**src/design/swpmc_pkg.sv**
```systemverilog
/*
 Constants, offsets, reset values and state codes for the switch power mode controller.
 Assumes a 100 MHz system clock and a host that reaches the registers over a plain port.
*/
package swpmc_pkg;
	// ----------------------------------------
	// Register map
	// ----------------------------------------
	localparam int ADDR_W = 8;
	localparam int DATA_W = 8;
	localparam logic [7:0] REG_POWER_MODE = 8'h0e;
	localparam logic [7:0] REG_SLEEP_IDLE = 8'h0f;
	localparam logic [7:0] REG_PORT_CTRL_BASE = 8'h10;
	localparam logic [7:0] REG_STATUS = 8'h20;
	localparam int MODE_LSB = 3;
	localparam int PORT_PDN_BIT = 3;
	localparam logic [7:0] POWER_MODE_RST = 8'h00;
	localparam logic [7:0] SLEEP_IDLE_RST = 8'h50;
	localparam logic [7:0] PORT_CTRL_RST = 8'h00;

	// ----------------------------------------
	// Timing
	// ----------------------------------------
	localparam int CLK_PERIOD_NS = 10;
	localparam int PULSE_WIDTH_NS = 120;
	localparam int PULSE_WIDTH_CYC = (PULSE_WIDTH_NS + CLK_PERIOD_NS - 1) / CLK_PERIOD_NS;
	localparam int PULSE_PERIOD_MS = 1000;
	localparam int PULSE_PERIOD_CYC = PULSE_PERIOD_MS * (1000000 / CLK_PERIOD_NS);
	localparam int IDLE_UNIT_US = 1000;
	localparam int IDLE_UNIT_CYC = IDLE_UNIT_US * (1000 / CLK_PERIOD_NS);

	// ----------------------------------------
	// Modes and states
	// ----------------------------------------
	typedef enum logic [1:0]
	{
		MODE_NORMAL = 2'b00,
		MODE_ENERGY = 2'b01,
		MODE_SOFT_PD = 2'b10,
		MODE_SAVING = 2'b11
	} swpmc_mode_t;

	typedef enum logic [2:0]
	{
		ST_NORMAL = 3'b000,
		ST_ED_AWAKE = 3'b001,
		ST_ED_SLEEP = 3'b010,
		ST_SOFT_PD = 3'b011,
		ST_SAVING = 3'b100
	} swpmc_state_t;
endpackage

```
**src/design/swpmc_ctl_if.sv**
```systemverilog
/*
 Interface between the power mode controller and its idle timer and pulse generator.
 Assumes all three modules share i_sys_clk.
*/
`timescale 1ns/100ps
interface swpmc_ctl_if;
	logic ed_run;
	logic energy_any;
	logic [7:0] idle_timeout;
	logic go_sleep;
	logic pulse_run;
	logic pulse;

	modport ctl (output ed_run, output energy_any, output idle_timeout, output pulse_run,
		input go_sleep, input pulse);
	modport idle (input ed_run, input energy_any, input idle_timeout, output go_sleep);
	modport pls (input pulse_run, output pulse);
endinterface

```
**src/design/swpmc_idle_timer.sv**
```systemverilog
/*
 Idle timer for energy detect mode: counts time units without cable energy.
 Assumes energy_any is already synchronised to i_sys_clk.
*/
`timescale 1ns/100ps
module swpmc_idle_timer #(
	parameter int UNIT_CYC = swpmc_pkg::IDLE_UNIT_CYC
)(
	input wire logic i_sys_clk,
	input wire logic i_rst,
	swpmc_ctl_if.idle bus
);
	logic [31:0] tick_reg;
	logic [8:0] units_reg;
	logic go_sleep_reg;

	// ----------------------------------------
	// Unit counter
	// ----------------------------------------
	// Any energy restarts the count, so only a continuous idle span can sleep
	always_ff @(posedge i_sys_clk)
	begin
		if (i_rst || !bus.ed_run || bus.energy_any)
		begin
			tick_reg <= 32'h0000_0000;
			units_reg <= 9'h000;
		end
		else if (tick_reg == 32'(UNIT_CYC - 1))
		begin
			tick_reg <= 32'h0000_0000;
			if (units_reg != 9'h1ff)
				units_reg <= units_reg + 9'h001;
		end
		else
			tick_reg <= tick_reg + 32'h0000_0001;
	end

	always_ff @(posedge i_sys_clk)
	begin
		if (i_rst || !bus.ed_run || bus.energy_any)
			go_sleep_reg <= 1'b0;
		else
			go_sleep_reg <= units_reg > {1'b0, bus.idle_timeout};
	end

	assign bus.go_sleep = go_sleep_reg;
endmodule

```
**src/design/swpmc_pulse_gen.sv**
```systemverilog
/*
 Link pulse generator for energy detect mode with no cable: one short pulse per period.
 Assumes pulse_run comes from logic on i_sys_clk.
*/
`timescale 1ns/100ps
module swpmc_pulse_gen #(
	parameter int PERIOD_CYC = swpmc_pkg::PULSE_PERIOD_CYC
)(
	input wire logic i_sys_clk,
	input wire logic i_rst,
	swpmc_ctl_if.pls bus
);
	logic [31:0] cnt_reg;
	logic pulse_reg;
	logic [7:0] high_cnt_reg;

	// ----------------------------------------
	// Period counter and pulse
	// ----------------------------------------
	always_ff @(posedge i_sys_clk)
	begin
		if (i_rst || !bus.pulse_run || cnt_reg == 32'(PERIOD_CYC - 1))
			cnt_reg <= 32'h0000_0000;
		else
			cnt_reg <= cnt_reg + 32'h0000_0001;
	end

	// A pulse that has started ends early if energy returns, since pulse_run then drops
	always_ff @(posedge i_sys_clk)
	begin
		if (i_rst)
			pulse_reg <= 1'b0;
		else if (bus.pulse_run && cnt_reg == 32'h0000_0000)
			pulse_reg <= 1'b1;
		else if (cnt_reg == 32'(swpmc_pkg::PULSE_WIDTH_CYC) || !bus.pulse_run)
			pulse_reg <= 1'b0;
	end

	assign bus.pulse = pulse_reg;

	// ----------------------------------------
	// Checks
	// ----------------------------------------
	// Width is counted here so the check needs no long repetition
	always_ff @(posedge i_sys_clk)
	begin
		if (i_rst || !pulse_reg)
			high_cnt_reg <= 8'h00;
		else if (high_cnt_reg != 8'hff)
			high_cnt_reg <= high_cnt_reg + 8'h01;
	end
endmodule

```
**src/design/swpmc_top.sv**
```systemverilog
/*
 Switch power mode controller: mode register, power state machine, block enables.
 Assumes the host uses one-cycle read and write strobes on i_sys_clk, and that
 cable energy arrives asynchronously from the PHY receivers.
*/
`timescale 1ns/100ps
module swpmc_top #(
	parameter int PORTS = 2,
	parameter int IDLE_UNIT_CYC = swpmc_pkg::IDLE_UNIT_CYC,
	parameter int PULSE_PERIOD_CYC = swpmc_pkg::PULSE_PERIOD_CYC
)(
	input wire logic i_sys_clk,
	input wire logic i_reset,
	input wire logic [7:0] i_addr,
	input wire logic [7:0] i_wr_data,
	input wire logic i_wr_stb,
	input wire logic i_rd_stb,
	input wire logic [PORTS-1:0] i_cable_energy,
	input wire logic [PORTS-1:0] i_an_enable,
	input wire logic [PORTS-1:0] i_phy_pdn,
	output logic [7:0] o_rd_data,
	output logic o_clk_gen_en,
	output logic o_mac_en,
	output logic o_host_if_en,
	output logic [PORTS-1:0] o_phy_tx_en,
	output logic [PORTS-1:0] o_phy_rx_en,
	output logic [PORTS-1:0] o_phy_ed_en,
	output logic o_ed_pulse,
	output logic o_internal_reset
);
	// ----------------------------------------
	// Declarations
	// ----------------------------------------
	swpmc_ctl_if ctl ();
	logic rst_int;
	logic wake_reg;
	logic [PORTS-1:0] energy_meta_reg;
	logic [PORTS-1:0] energy_sync_reg;
	logic [7:0] power_mode_reg;
	logic [7:0] sleep_idle_reg;
	logic [7:0] port_ctrl_reg [PORTS];
	logic [PORTS-1:0] pdn;
	logic [PORTS-1:0] saving_port;
	logic [1:0] mode_field;
	logic host_ok;
	logic access;
	swpmc_pkg::swpmc_state_t state_reg;
	swpmc_pkg::swpmc_state_t state_next;

	function automatic logic run_state(input swpmc_pkg::swpmc_state_t s);
		return s == swpmc_pkg::ST_NORMAL || s == swpmc_pkg::ST_SAVING
			|| s == swpmc_pkg::ST_ED_AWAKE;
	endfunction

	// ----------------------------------------
	// Reset and wake
	// ----------------------------------------
	// Internal reset reuses the hardware reset path; wake_reg, o_internal_reset and the synchroniser do not see it
	assign rst_int = i_reset || wake_reg;
	assign access = i_wr_stb || i_rd_stb;
	assign host_ok = run_state(state_reg);

	always_ff @(posedge i_sys_clk)
	begin
		if (i_reset)
			wake_reg <= 1'b0;
		else
			wake_reg <= access && state_reg == swpmc_pkg::ST_SOFT_PD;
	end

	always_ff @(posedge i_sys_clk)
	begin
		if (i_reset)
			o_internal_reset <= 1'b0;
		else
			o_internal_reset <= wake_reg;
	end

	// ----------------------------------------
	// Energy synchroniser
	// ----------------------------------------
	always_ff @(posedge i_sys_clk)
	begin
		energy_meta_reg <= i_cable_energy;
		energy_sync_reg <= energy_meta_reg;
	end

	// ----------------------------------------
	// Registers
	// ----------------------------------------
	// The wake access is a dummy: it is neither stored nor answered
	always_ff @(posedge i_sys_clk)
	begin
		if (rst_int)
		begin
			power_mode_reg <= swpmc_pkg::POWER_MODE_RST;
			sleep_idle_reg <= swpmc_pkg::SLEEP_IDLE_RST;
		end
		else if (i_wr_stb && host_ok)
		begin
			if (i_addr == swpmc_pkg::REG_POWER_MODE)
				power_mode_reg <= i_wr_data;
			if (i_addr == swpmc_pkg::REG_SLEEP_IDLE)
				sleep_idle_reg <= i_wr_data;
		end
	end

	always_ff @(posedge i_sys_clk)
	begin
		for (int p = 0; p < PORTS; p++)
		begin
			if (rst_int)
				port_ctrl_reg[p] <= swpmc_pkg::PORT_CTRL_RST;
			else if (i_wr_stb && host_ok && i_addr == swpmc_pkg::REG_PORT_CTRL_BASE + 8'(p))
				port_ctrl_reg[p] <= i_wr_data;
		end
	end

	function automatic logic [7:0] read_mux(input logic [7:0] a);
		logic [7:0] v;
		v = 8'h00;
		if (a == swpmc_pkg::REG_POWER_MODE)
			v = power_mode_reg;
		else if (a == swpmc_pkg::REG_SLEEP_IDLE)
			v = sleep_idle_reg;
		else if (a == swpmc_pkg::REG_STATUS)
			v = {state_reg, |saving_port, 2'b00, |energy_sync_reg, ctl.go_sleep};
		for (int p = 0; p < PORTS; p++)
			if (a == swpmc_pkg::REG_PORT_CTRL_BASE + 8'(p))
				v = port_ctrl_reg[p];
		return v;
	endfunction

	always_ff @(posedge i_sys_clk)
	begin
		if (rst_int)
			o_rd_data <= 8'h00;
		else if (i_rd_stb && host_ok)
			o_rd_data <= read_mux(i_addr);
		else
			o_rd_data <= 8'h00;
	end

	// ----------------------------------------
	// Power state machine
	// ----------------------------------------
	// State follows the stored field, so a mode write reaches the state two cycles after the write strobe
	assign mode_field = power_mode_reg[swpmc_pkg::MODE_LSB +: 2];

	always_comb
	begin
		state_next = state_reg;
		unique case (state_reg)
			swpmc_pkg::ST_NORMAL, swpmc_pkg::ST_SAVING, swpmc_pkg::ST_ED_AWAKE:
			begin
				unique case (mode_field)
					swpmc_pkg::MODE_NORMAL: state_next = swpmc_pkg::ST_NORMAL;
					swpmc_pkg::MODE_ENERGY: state_next = swpmc_pkg::ST_ED_AWAKE;
					swpmc_pkg::MODE_SOFT_PD: state_next = swpmc_pkg::ST_SOFT_PD;
					swpmc_pkg::MODE_SAVING: state_next = swpmc_pkg::ST_SAVING;
				endcase
				if (state_reg == swpmc_pkg::ST_ED_AWAKE && mode_field == 2'b01 && ctl.go_sleep)
					state_next = swpmc_pkg::ST_ED_SLEEP;
			end
			swpmc_pkg::ST_ED_SLEEP:
				if (|energy_sync_reg)
					state_next = swpmc_pkg::ST_ED_AWAKE;
			swpmc_pkg::ST_SOFT_PD:
				state_next = swpmc_pkg::ST_SOFT_PD;
			default:
				state_next = swpmc_pkg::ST_NORMAL;
		endcase
	end

	always_ff @(posedge i_sys_clk)
	begin
		if (rst_int)
			state_reg <= swpmc_pkg::ST_NORMAL;
		else
			state_reg <= state_next;
	end

	// ----------------------------------------
	// Block enables
	// ----------------------------------------
	always_comb
	begin
		for (int p = 0; p < PORTS; p++)
		begin
			pdn[p] = port_ctrl_reg[p][swpmc_pkg::PORT_PDN_BIT] || i_phy_pdn[p];
			saving_port[p] = state_reg == swpmc_pkg::ST_SAVING && i_an_enable[p]
				&& !energy_sync_reg[p];
		end
	end

	// Outputs use state_next so they line up with state_reg
	always_ff @(posedge i_sys_clk)
	begin
		if (rst_int)
		begin
			o_clk_gen_en <= 1'b1;
			o_mac_en <= 1'b1;
			o_host_if_en <= 1'b1;
			o_phy_tx_en <= '1;
			o_phy_rx_en <= '1;
			o_phy_ed_en <= '0;
		end
		else
		begin
			o_clk_gen_en <= run_state(state_next);
			o_mac_en <= run_state(state_next);
			o_host_if_en <= run_state(state_next);
			for (int p = 0; p < PORTS; p++)
			begin
				o_phy_tx_en[p] <= run_state(state_next) && !pdn[p];
				o_phy_rx_en[p] <= run_state(state_next) && !pdn[p]
					&& !(state_next == swpmc_pkg::ST_SAVING && i_an_enable[p]
					&& !energy_sync_reg[p]);
				o_phy_ed_en[p] <= state_next == swpmc_pkg::ST_ED_SLEEP && !pdn[p];
			end
		end
	end

	// ----------------------------------------
	// Idle timer and pulse generator
	// ----------------------------------------
	assign ctl.ed_run = state_reg == swpmc_pkg::ST_ED_AWAKE;
	assign ctl.energy_any = |energy_sync_reg;
	assign ctl.idle_timeout = sleep_idle_reg;
	assign ctl.pulse_run = (state_reg == swpmc_pkg::ST_ED_AWAKE
		|| state_reg == swpmc_pkg::ST_ED_SLEEP) && !ctl.energy_any;

	swpmc_idle_timer #(.UNIT_CYC(IDLE_UNIT_CYC)) u_idle (
		.i_sys_clk(i_sys_clk),
		.i_rst(rst_int),
		.bus(ctl)
	);

	swpmc_pulse_gen #(.PERIOD_CYC(PULSE_PERIOD_CYC)) u_pulse (
		.i_sys_clk(i_sys_clk),
		.i_rst(rst_int),
		.bus(ctl)
	);

	always_ff @(posedge i_sys_clk)
	begin
		if (rst_int)
			o_ed_pulse <= 1'b0;
		else
			o_ed_pulse <= ctl.pulse;
	end
endmodule

```
**config.mk**
```make
export PLATFORM = sky130hd
export DESIGN_NAME = swpmc_top
export DESIGN_NICKNAME = d
export VERILOG_FILES = /design/src/design/swpmc_pkg.sv /design/src/design/swpmc_ctl_if.sv /design/src/design/swpmc_idle_timer.sv /design/src/design/swpmc_pulse_gen.sv /design/src/design/swpmc_top.sv
export SDC_FILE = /design/constraint.sdc
export NUM_CORES = 1
export LEC_CHECK = 0
export ABC_AREA = 1
export BUFFER_PORTS_ARGS = -buffer_cell sky130_fd_sc_hd__buf_2
export CAP_MARGIN = 40
export CORE_UTILIZATION = 55
export CTS_BUF_LIST = sky130_fd_sc_hd__clkbuf_16
export CTS_CLUSTER_SIZE = 24
export DETAILED_ROUTE_END_ITERATION = 10
export GPL_ROUTABILITY_DRIVEN = 0
export HOLD_SLACK_MARGIN = 0.03
export PLACE_DENSITY = 0.73
export SETUP_SLACK_MARGIN = 0.15
export SLEW_MARGIN = 10
export SYNTH_ARGS = -nofsm -noshare
export SYNTH_HDL_FRONTEND = slang
export SYNTH_SLANG_ARGS = --single-unit
```
**constraint.sdc**
```tcl
create_clock -name i_sys_clk -period 5.54 [get_ports i_sys_clk]
set_clock_uncertainty 0.1 [all_clocks]
set_input_delay 0.277 -clock i_sys_clk [delete_from_list [all_inputs] [get_ports i_sys_clk]]
set_output_delay 0.277 -clock i_sys_clk [all_outputs]
set_load 0.02 [all_outputs]
```
== After elaboration in Yosys (flattened, before gate mapping) ==
Memory sizes are Yosys's and may differ from the RTL's.
Cells that the tools add are included.

* Bits in registers: 116
* Bits in writable memories: 16
* Logic and storage cells: 125
* Memories: 1

{| class="wikitable"
|+ Memories
! name !! words !! bits a word !! rd ports !! clocked after Yosys merged registers in !! wr ports !! RTL line !! text
|-
| port_ctrl_reg || 2 || 8 || 2 || 0 || 2 || swpmc_top.sv:41 || <nowiki>logic [7:0] port_ctrl_reg [PORTS];</nowiki>
|}

* Add/subtract/negate cells: 3
* $lt $le $gt $ge: 1
* Equality and inequality tests: 19
* Multiplexer cells: 21
* Bitwise logic cells: 3
* Reduce and logical (&&, ||, !) cells: 59

{| class="wikitable"
|+ Operators with widths
! cell !! number
|-
| adder 32 x 1 -> 32 bit (second input constant) || 2
|-
| 2-to-1 mux 8 bit || 7
|-
| equality test 32 x 17 -> 1 bit (second input constant) || 1
|-
| equality test 32 x 27 -> 1 bit (second input constant) || 1
|-
| equality test 32 x 4 -> 1 bit (second input constant) || 1
|-
| logical NOT 32 bit || 1
|-
| logical AND 1 bit || 23
|-
| equality test 8 x 4 -> 1 bit (second input constant) || 2
|-
| equality test 8 x 5 -> 1 bit (second input constant) || 2
|-
| logical OR 1 bit || 14
|-
| one-hot mux 3 bit (4 select lines) || 1
|-
| 2-to-1 mux 1 bit || 10
|-
| adder 9 x 1 -> 9 bit (second input constant) || 1
|-
| equality test 3 x 2 -> 1 bit (second input constant) || 3
|-
| greater-than comparator 9 x 8 -> 1 bit || 1
|-
| logical NOT 1 bit || 9
|-
| inequality test 9 bit (second input constant) || 1
|-
| one-hot mux 3 bit (3 select lines) || 1
|-
| equality test 8 x 6 -> 1 bit (second input constant) || 1
|-
| OR reduction 2 bit || 4
|-
| equality test 3 x 1 -> 1 bit (second input constant) || 2
|-
| equality test 3 bit (second input constant) || 2
|-
| logical NOT 3 bit || 2
|-
| 2-to-1 mux 3 bit || 2
|-
| other kinds (8) || 12
|}

== Longest topological paths before layout ==
Gate-level depths: netlist of the first run.

* Word-level depth: 10
* Mapped depth: 11
* Gate-level depth less buffers: 11

== Modules after synthesis ==
From an unflattened synthesis of the first run, not the netlist that was laid out.

* Cells, all modules: 1071
* Area total of the unflattened synthesis: 7314.5 um2

{| class="wikitable"
|+ Modules (own cells, without submodules)
! module !! instances !! cells an instance !! area each (um2)
|-
| swpmc_idle_timer || 1 || 441 || 2723.9
|-
| swpmc_top || 1 || 308 || 2597.5
|-
| swpmc_pulse_gen || 1 || 322 || 1993.2
|}

== Worst setup path before layout of the first run ==
No wires, ideal clock.

* Path type: input port to flip-flop
* Start: input port i_addr[2]
* End: memory port_ctrl_reg[0][0], enable pin
* Setup time: 0.384 ns
* Arrival: 1.558 ns
* Slack: 3.498 ns
* Stages: 7
* Path buffers: 0
* Cells stage by stage: inv_1 nand2_1 nor2_1 nand2_1 nor2_2 inv_1 o21ai_0

{| class="wikitable"
|+ RTL lines
! what !! RTL line !! text
|-
| start: declaration || swpmc_top.sv:14 || <nowiki>input wire logic [7:0] i_addr,</nowiki>
|-
| end: declaration || swpmc_top.sv:41 ||
|}

== Worst setup path after layout of the first run ==
* Start: input port i_reset
* End: register u_idle.tick_reg[2]

* Longest elaborated chain between the ends: 4

{| class="wikitable"
|+ Ends and longest elaborated chain
! what !! RTL line !! text
|-
| start: declaration || swpmc_top.sv:13 || <nowiki>input wire logic i_reset,</nowiki>
|-
| logical OR 1 bit || swpmc_top.sv:59 || <nowiki>assign rst_int = i_reset || wake_reg;</nowiki>
|-
| logical OR 1 bit (2 in a row) || swpmc_idle_timer.sv:23 || <nowiki>if (i_rst || !bus.ed_run || bus.energy_any)</nowiki>
|-
| OR reduction 2 bit (no line) || - ||
|-
| end signal: assignment || swpmc_idle_timer.sv:35 || <nowiki>tick_reg <= tick_reg + 32'h0000_0001;</nowiki>
|-
| end: declaration || swpmc_idle_timer.sv:13 || <nowiki>logic [31:0] tick_reg;</nowiki>
|}

Every way passes these cells.
A chain may end at the register's enable or synchronous reset.

==> summary.txt, run 1 <==
Yosys
  – Synthesis warning total: 0
  – FF+latch count, synth: 132
  – Mapped Cells: 997
  – Ys async rst share: 0%
  – Syn_nets: 1039
  – Top_reg_cell synth: dfxtp_1
  – Sequential area share after synthesis: 40.4%
  – Synth unique cells: 40
  – Synthesized area: 6940 um^2
  – Synthesized area per cell: 6.96 um^2
  – Number of synthesized flops with an enable pin: 16

Setup path
  – Worst reg2reg setup slack: 3.35 ns
  – Worst path required time: 5.78 ns
  – Maximum fanout along the worst path: 28
  – R2R Path Start: u_idle.tick_reg[0]
  – Endpoint type of the worst setup path: flop
  – Critical path type: in2reg
  – Worst EP arrival: 2.61 ns
  – Reg2reg end: u_idle.tick_reg[2]
  – CP startpoint kind: input port
  – Reg2Reg Depth: 8

GRT
  – Initial antenna violation count: 0
  – Grt total ovfl: 0
  – Vias in the first global route: 5919
  – Pin count of the biggest net entering global routing: 29
  – Total GRT Usage: 27.3%
  – First-pass GRT wire length: 27800 um

Placement
  – DP Area: 7330 um^2
  – IO Port Bufs: 44
  – Dpl hpwl: 12600 um

Route
  – Final WL: 16800 um
  – DRT antenna net count: 0
  – Vias per cell: 5.24
  – Via count: 6493
  – DRC: 0
  – Initial detailed-routing violation count: 596
  – DR WL/cell: 13.5 um
  – DR pass1 iterations: 5

STA
  – Relative slew slack: 58.1%
  – Peak Freq: 423 MHz
  – Worst hold slack: 0.0622 ns
  – Max Slew Vio Count: 0
  – Final min period: 2.37 ns
  – RSZ-0062 raised after global routing: no
  – Fin crit share: 42.7%
  – Worst Tran Pin Value: 0.623 ns
  – Endpoints failing hold: 0
  – Post-Route Setup TNS: 0 ns
  – # setup viols final: 0

Clock network
  – PostCTS Resize Cnt: 0
  – CTS Buffer Depth: 2
  – H-tree levels: 4
  – CTS tree: yes
  – CTS Root Cell: clkbuf_16
  – Worst-path clk slew: 0.05 ns
  – CTS Buf Count: 17
  – CTS sink count: 132
  – Worst-Skew Late Latency: 0.42 ns

Final layout
  – Fraction of layout cells with a size suffix above 1: 11.0%
  – Fin area: 7880 um^2
  – Diodes inserted: 0
  – Most frequent cells in the layout: nand2_1 (212), inv_1 (147), nor2_1 (134)
  – Area growth syn-to-layout: 13.5%
  – Fin nets: 1101
  – Most common cell after layout, fill and taps aside: nand2_1

Hold path
  – HP Class: in2reg
  – Hold Crit Endpoint: power_mode_reg[2]
  – Worst Min Path Start: i_wr_data[2]
  – Hold Path Depth: 3

Pwr
  – Cell Pwr Density: 249 nW/um^2
  – Pleak: 2.85 nW
  – VDD IR-drop max: 0.000224 V
  – Overall power: 1.96 mW

Floorplanning
  – Starting Density: 57.1%
  – Row cnt: 40
  – Ports: 45
  – Vert. Die Dim: 114 um
  – Die width: 114 um
  – Die Area: 13100 um^2
  – Core area: 12200 um^2

Outcome
  – Result of the run: finished, final reports clean

Flow run
  – Max Cap Violations: 0
## synth_stat cells (all sizes together), types with 3 or more instances
cell | instances | area (um^2)
dfxtp | 116 | 2320
ha | 16 | 200
o211ai | 4 | 30.0
nor2 | 154 | 657
nand2 | 215 | 815
a21oi | 82 | 455
nand4 | 32 | 200
or2 | 3 | 18.8
o21ai | 43 | 215
inv | 150 | 566
buf | 9 | 72.6
xor2 | 12 | 105
nand3 | 71 | 365
nor3b | 6 | 45.0
nor3 | 50 | 272
xnor2 | 4 | 35.0
edfxtp | 16 | 480
## worst max-delay path: stages
cell	delay (ns)
dlygate4sd3_1	0.53
buf_2	0.15
nor2_4	0.46
inv_2	0.15
nor3_4	0.30
inv_2	0.16
nor2_8	0.17
inv_4	0.17
nor3b_1	0.20
## per-stage QoR
stage                     utilization (%)  worst slack [ns]  cells
final                                64.8              3.17   1238
after global routing                 64.8              2.99   1238
after CTS                            64.8              3.17   1238
after detailed placement             60.3              3.30   1201
after global placement               60.0              3.11   1198
after floorplan                         -              3.50    997
## cell families (layout without fill, tap and decap cells)
group	after synthesis	in the layout	synth area share, %
compound gates	137	137	10.9
buf+inv	162	235	9.35
simple gates	534	534	34.4
flops	132	132	40.4
fa+ha+maj	16	16	2.88
xor+xnor	16	16	2.02
## layout make-up
class	instances	area, um^2
Fill cell	1129	4280
Multi-Input combinational cell	703	3490
Sequential cell	132	2800
Clock buffer	17	425
Inverter	151	569
Timing Repair Buffer	54	328
Tap cell	168	210
Clock inverter	13	56.3
## worst max path at each step
| stage | endpoint | start | cells past startpoint | slack (ns) |
|---|---|---|---|---|
| 2_1_floorplan | port_ctrl_reg[0][0] | i_addr[2] | 7 | 3.50 |
| 3_3_place_gp | port_ctrl_reg[0][1] | i_addr[2] | 8 | 3.11 |
| 3_5_place_dp | u_idle.tick_reg[2] | i_reset | 8 | 3.30 |
| 4_1_cts | u_idle.tick_reg[2] | i_reset | 9 | 3.17 |
| 5_1_grt | u_idle.tick_reg[17] | i_reset | 9 | 2.99 |
| 6_report | u_idle.tick_reg[2] | i_reset | 9 | 3.17 |
## power breakdown
| part | switching, mW | internal [mW] |
|---|---|---|
| Combinational | 0.0294 | 0.0172 |
| Clock | 0.389 | 0.546 |
| Sequential | 0.00264 | 0.976 |
## timing repair
action / in CTS / in global routing
endpoints found under the setup margin: 0 / 0
buffers inserted: 0 / 0
hold buffers: 7 / 0
endpoints found under the hold margin: 8 / 0
## metal layers
metal	track usage (%)	vias to the layer above	part of all wire [%]
met5	0	-	0
met4	11.4	0	2.1
li1	-	3370	-
met3	6.09	32	6.4
met2	42.2	188	44
met1	36.8	2903	47
Note: power is estimated with default switching activity, not from simulation.
==> inputs of run 2 (changes only) <==
- ABC_AREA: 1 -> 0
- PLACE_DENSITY: 0.73 -> 0.74
- clock period: 5.54 -> 2.2 ns (I/O delays scaled with it)
==> run 2 against run 1 <==
  * Count of clock-buffer cells in the layout unchanged
  * Via count is 24% lower
  * Final area fell by 7.8%
  * Wire length fell by 23%
  * Power grew to 2.8 times the previous value
  * Worst hold slack worse by 0.0070 ns
  * Core utilization grew 4.6 points
  * Cell count fell by 29%
  * Global-route usage down 3.3 points
  * Synthesized area is 14% lower
  * Largest power group is now the clock network
==> summary.txt, run 2 <==
Outcome
  – Result of the run: finished, final reports clean

Setup path
  – CP startpoint kind: flop
  – Worst path required time: 2.39 ns
  – WP buf/inv: 0
  – Worst EP arrival: 2.17 ns
  – Reg2reg end: u_idle.units_reg[7]
  – CP top delay family: simple AND/OR/NAND/NOR gates
  – Endpoint type of the worst setup path: flop
  – Critical path cell sequence: nor4_1 > nand4b_4 > nor4_4 > a31o_2 > a21oi_1
  – CP max-delay cell: nor4_1
  – R2R Path Start: u_idle.tick_reg[26]
  – Maximum fanout along the worst path: 6
  – Worst reg2reg setup slack: 0.23 ns
  – Reg2Reg Depth: 5
  – Critical path type: reg2reg
  – Crit-path max cell delay: 0.53 ns

Yosys
  – Synthesized area per cell: 9.32 um^2
  – Mapped Cells: 644
  – Synth top area cells: dfxtp_1 (39%), edfxtp_1 (8.0%), nor2_1 (7.3%)
  – Yosys top cell area share: 38.7%
  – Syn_nets: 686
  – Synth unique cells: 55
  – Synthesized area: 6000 um^2
  – Synthesis warning total: 0
  – Most common cell in the netlist: nor2_1
  – FF+latch count, synth: 132
  – Number of synthesized flops with an enable pin: 16
  – Ys async rst share: 0%
  – Synth area leader: dfxtp_1
  – Sequential area share after synthesis: 46.7%
  – Top_reg_cell synth: dfxtp_1
  – Synth cell count leaders: nor2_1 (117), dfxtp_1 (116), xor2_1 (41)

Floorplanning
  – Die width: 106 um
  – Starting Density: 57.4%
  – Die Area: 11300 um^2
  – Row cnt: 37
  – Vert. Die Dim: 106 um
  – Core area: 10500 um^2
  – Ports: 45

Pwr
  – VDD IR-drop max: 0.000623 V
  – Overall power: 5.51 mW
  – Pleak: 2.70 nW
  – Cell Pwr Density: 758 nW/um^2

Placement
  – Dpl hpwl: 8890 um
  – Worst slack, placed: 0.202 ns
  – IO Port Bufs: 44
  – DP Area: 6460 um^2

STA
  – RSZ-0062 raised after global routing: no
  – Endpoints failing hold: 0
  – Final min period: 1.97 ns
  – Fin crit share: 89.7%
  – Worst Tran Pin Value: 0.543 ns
  – PnR worst setup slack: 0.226 ns
  – # setup viols final: 0
  – Relative slew slack: 63.5%
  – Peak Freq: 507 MHz
  – Post-Route Setup TNS: 0 ns
  – Max Slew Vio Count: 0

Clock network
  – Worst-Skew Late Latency: 0.41 ns
  – CTS sink count: 132
  – CTS Buf Count: 17
  – Worst-path clk slew: 0.06 ns
  – H-tree levels: 4
  – CTS Buffer Depth: 2
  – CTS Root Cell: clkbuf_16
  – CTS tree: yes

Hold path
  – HP Class: in2reg
  – Hold Path Depth: 4
  – Hold Crit Endpoint: o_phy_rx_en[0]
  – Worst Min Path Start: i_an_enable[0]

GRT
  – Initial antenna violation count: 0
  – Total GRT Usage: 24.0%
  – First-pass GRT wire length: 21500 um
  – Grt total ovfl: 0
  – Vias in the first global route: 4679
  – Pin count of the biggest net entering global routing: 33

Final layout
  – Fillers: 809
  – Most frequent cells in the layout: nor2_1 (115), dfxtp_1 (115), buf_2 (44)
  – Area growth syn-to-layout: 21.0%
  – Fin area: 7270 um^2
  – Util after Layout: 69.4%
  – Diodes inserted: 0
  – Fin nets: 769
  – Fraction of layout cells with a size suffix above 1: 16.1%

Route
  – DRC: 0
  – DR WL/cell: 14.8 um
  – DRT antenna net count: 0
  – DR pass1 iterations: 6
  – Initial detailed-routing violation count: 276
  – Final WL: 13000 um
  – Via count: 4946
  – Vias per cell: 5.65

Flow run
  – Max Cap Violations: 0
run 2: through the flow:
step | std cells | hold WS, ns
after floorplan | 644 | 0.0377
after global placement | 826 | 0.125
after detailed placement | 826 | 0.120
after CTS | 873 | 0.0448
after global routing | 876 | 0.0740
final | 876 | 0.0552
run 2: power by group:
group	internal [mW]	switching [mW]
clock	1.88	1.04
combinational	0.0561	0.0628
sequential	2.46	0.00934
run 2: cell families (layout without fill, tap and decap cells):
group                      count (synthesis)  in the layout  synth area share [%]
and+or+nand+nor                          309            309                  27.4
DFF                                      132            132                  46.7
xor gates and xnor gates                  66             66                  9.63
AOI/OAI and AO/OA                         52             52                  5.56
buffers and inverters                     45            141                  3.44
muxes                                     24             24                  4.00
adders and majority gates                 16             16                  3.33
run 2: tightest hold or removal path, delay by kind of cell:
kind | cells | cell delay, ns
simple gates | 3 | 0.32
buf+inv | 1 | 0.10
run 2: final cells by class:
type	count	area, um^2	share of cell area (%)
multi-input combinational	467	3010	41.5
timing repair buffer	85	573	7.89
sequential	132	2800	38.6
inverter	24	90.1	1.24
clock inverter	15	189	2.60
tap	136	170	2.34
clock buffer	17	425	5.86
run 2: repair_timing:
| action | CTS | global route |
|---|---|---|
| hold buffers | 15 | 0 |
| endpoints found under the setup margin | 0 | 65 |
| gates resized for setup | 0 | 7 |
| setup buffers | 0 | 3 |
| hold endpoints to repair | 44 | 0 |
run 2: per-layer routing:
layer | part of all wire, % | up-vias | global-route usage [%] | wire, um
met5 | 0 | - | 0 | 0
met3 | 5.8 | 29 | 6.19 | 752
met2 | 47 | 171 | 38.5 | 6060
met4 | 2.0 | 0 | 10.5 | 262
li1 | - | 2417 | - | -
met1 | 45 | 2329 | 30.5 | 5900
run 2: how the worst max path moves through the flow:
stage	endpoint	cells past startpoint	from
global route	u_pulse.cnt_reg[27]	8	i_reset
CTS	u_pulse.cnt_reg[9]	8	i_reset
global placement	u_idle.units_reg[7]	5	u_idle.tick_reg[26]
finish	u_idle.units_reg[7]	5	u_idle.tick_reg[26]
floorplan	port_ctrl_reg[1][0]	5	state_reg[0]
detailed placement	port_ctrl_reg[1][5]	5	state_reg[1]
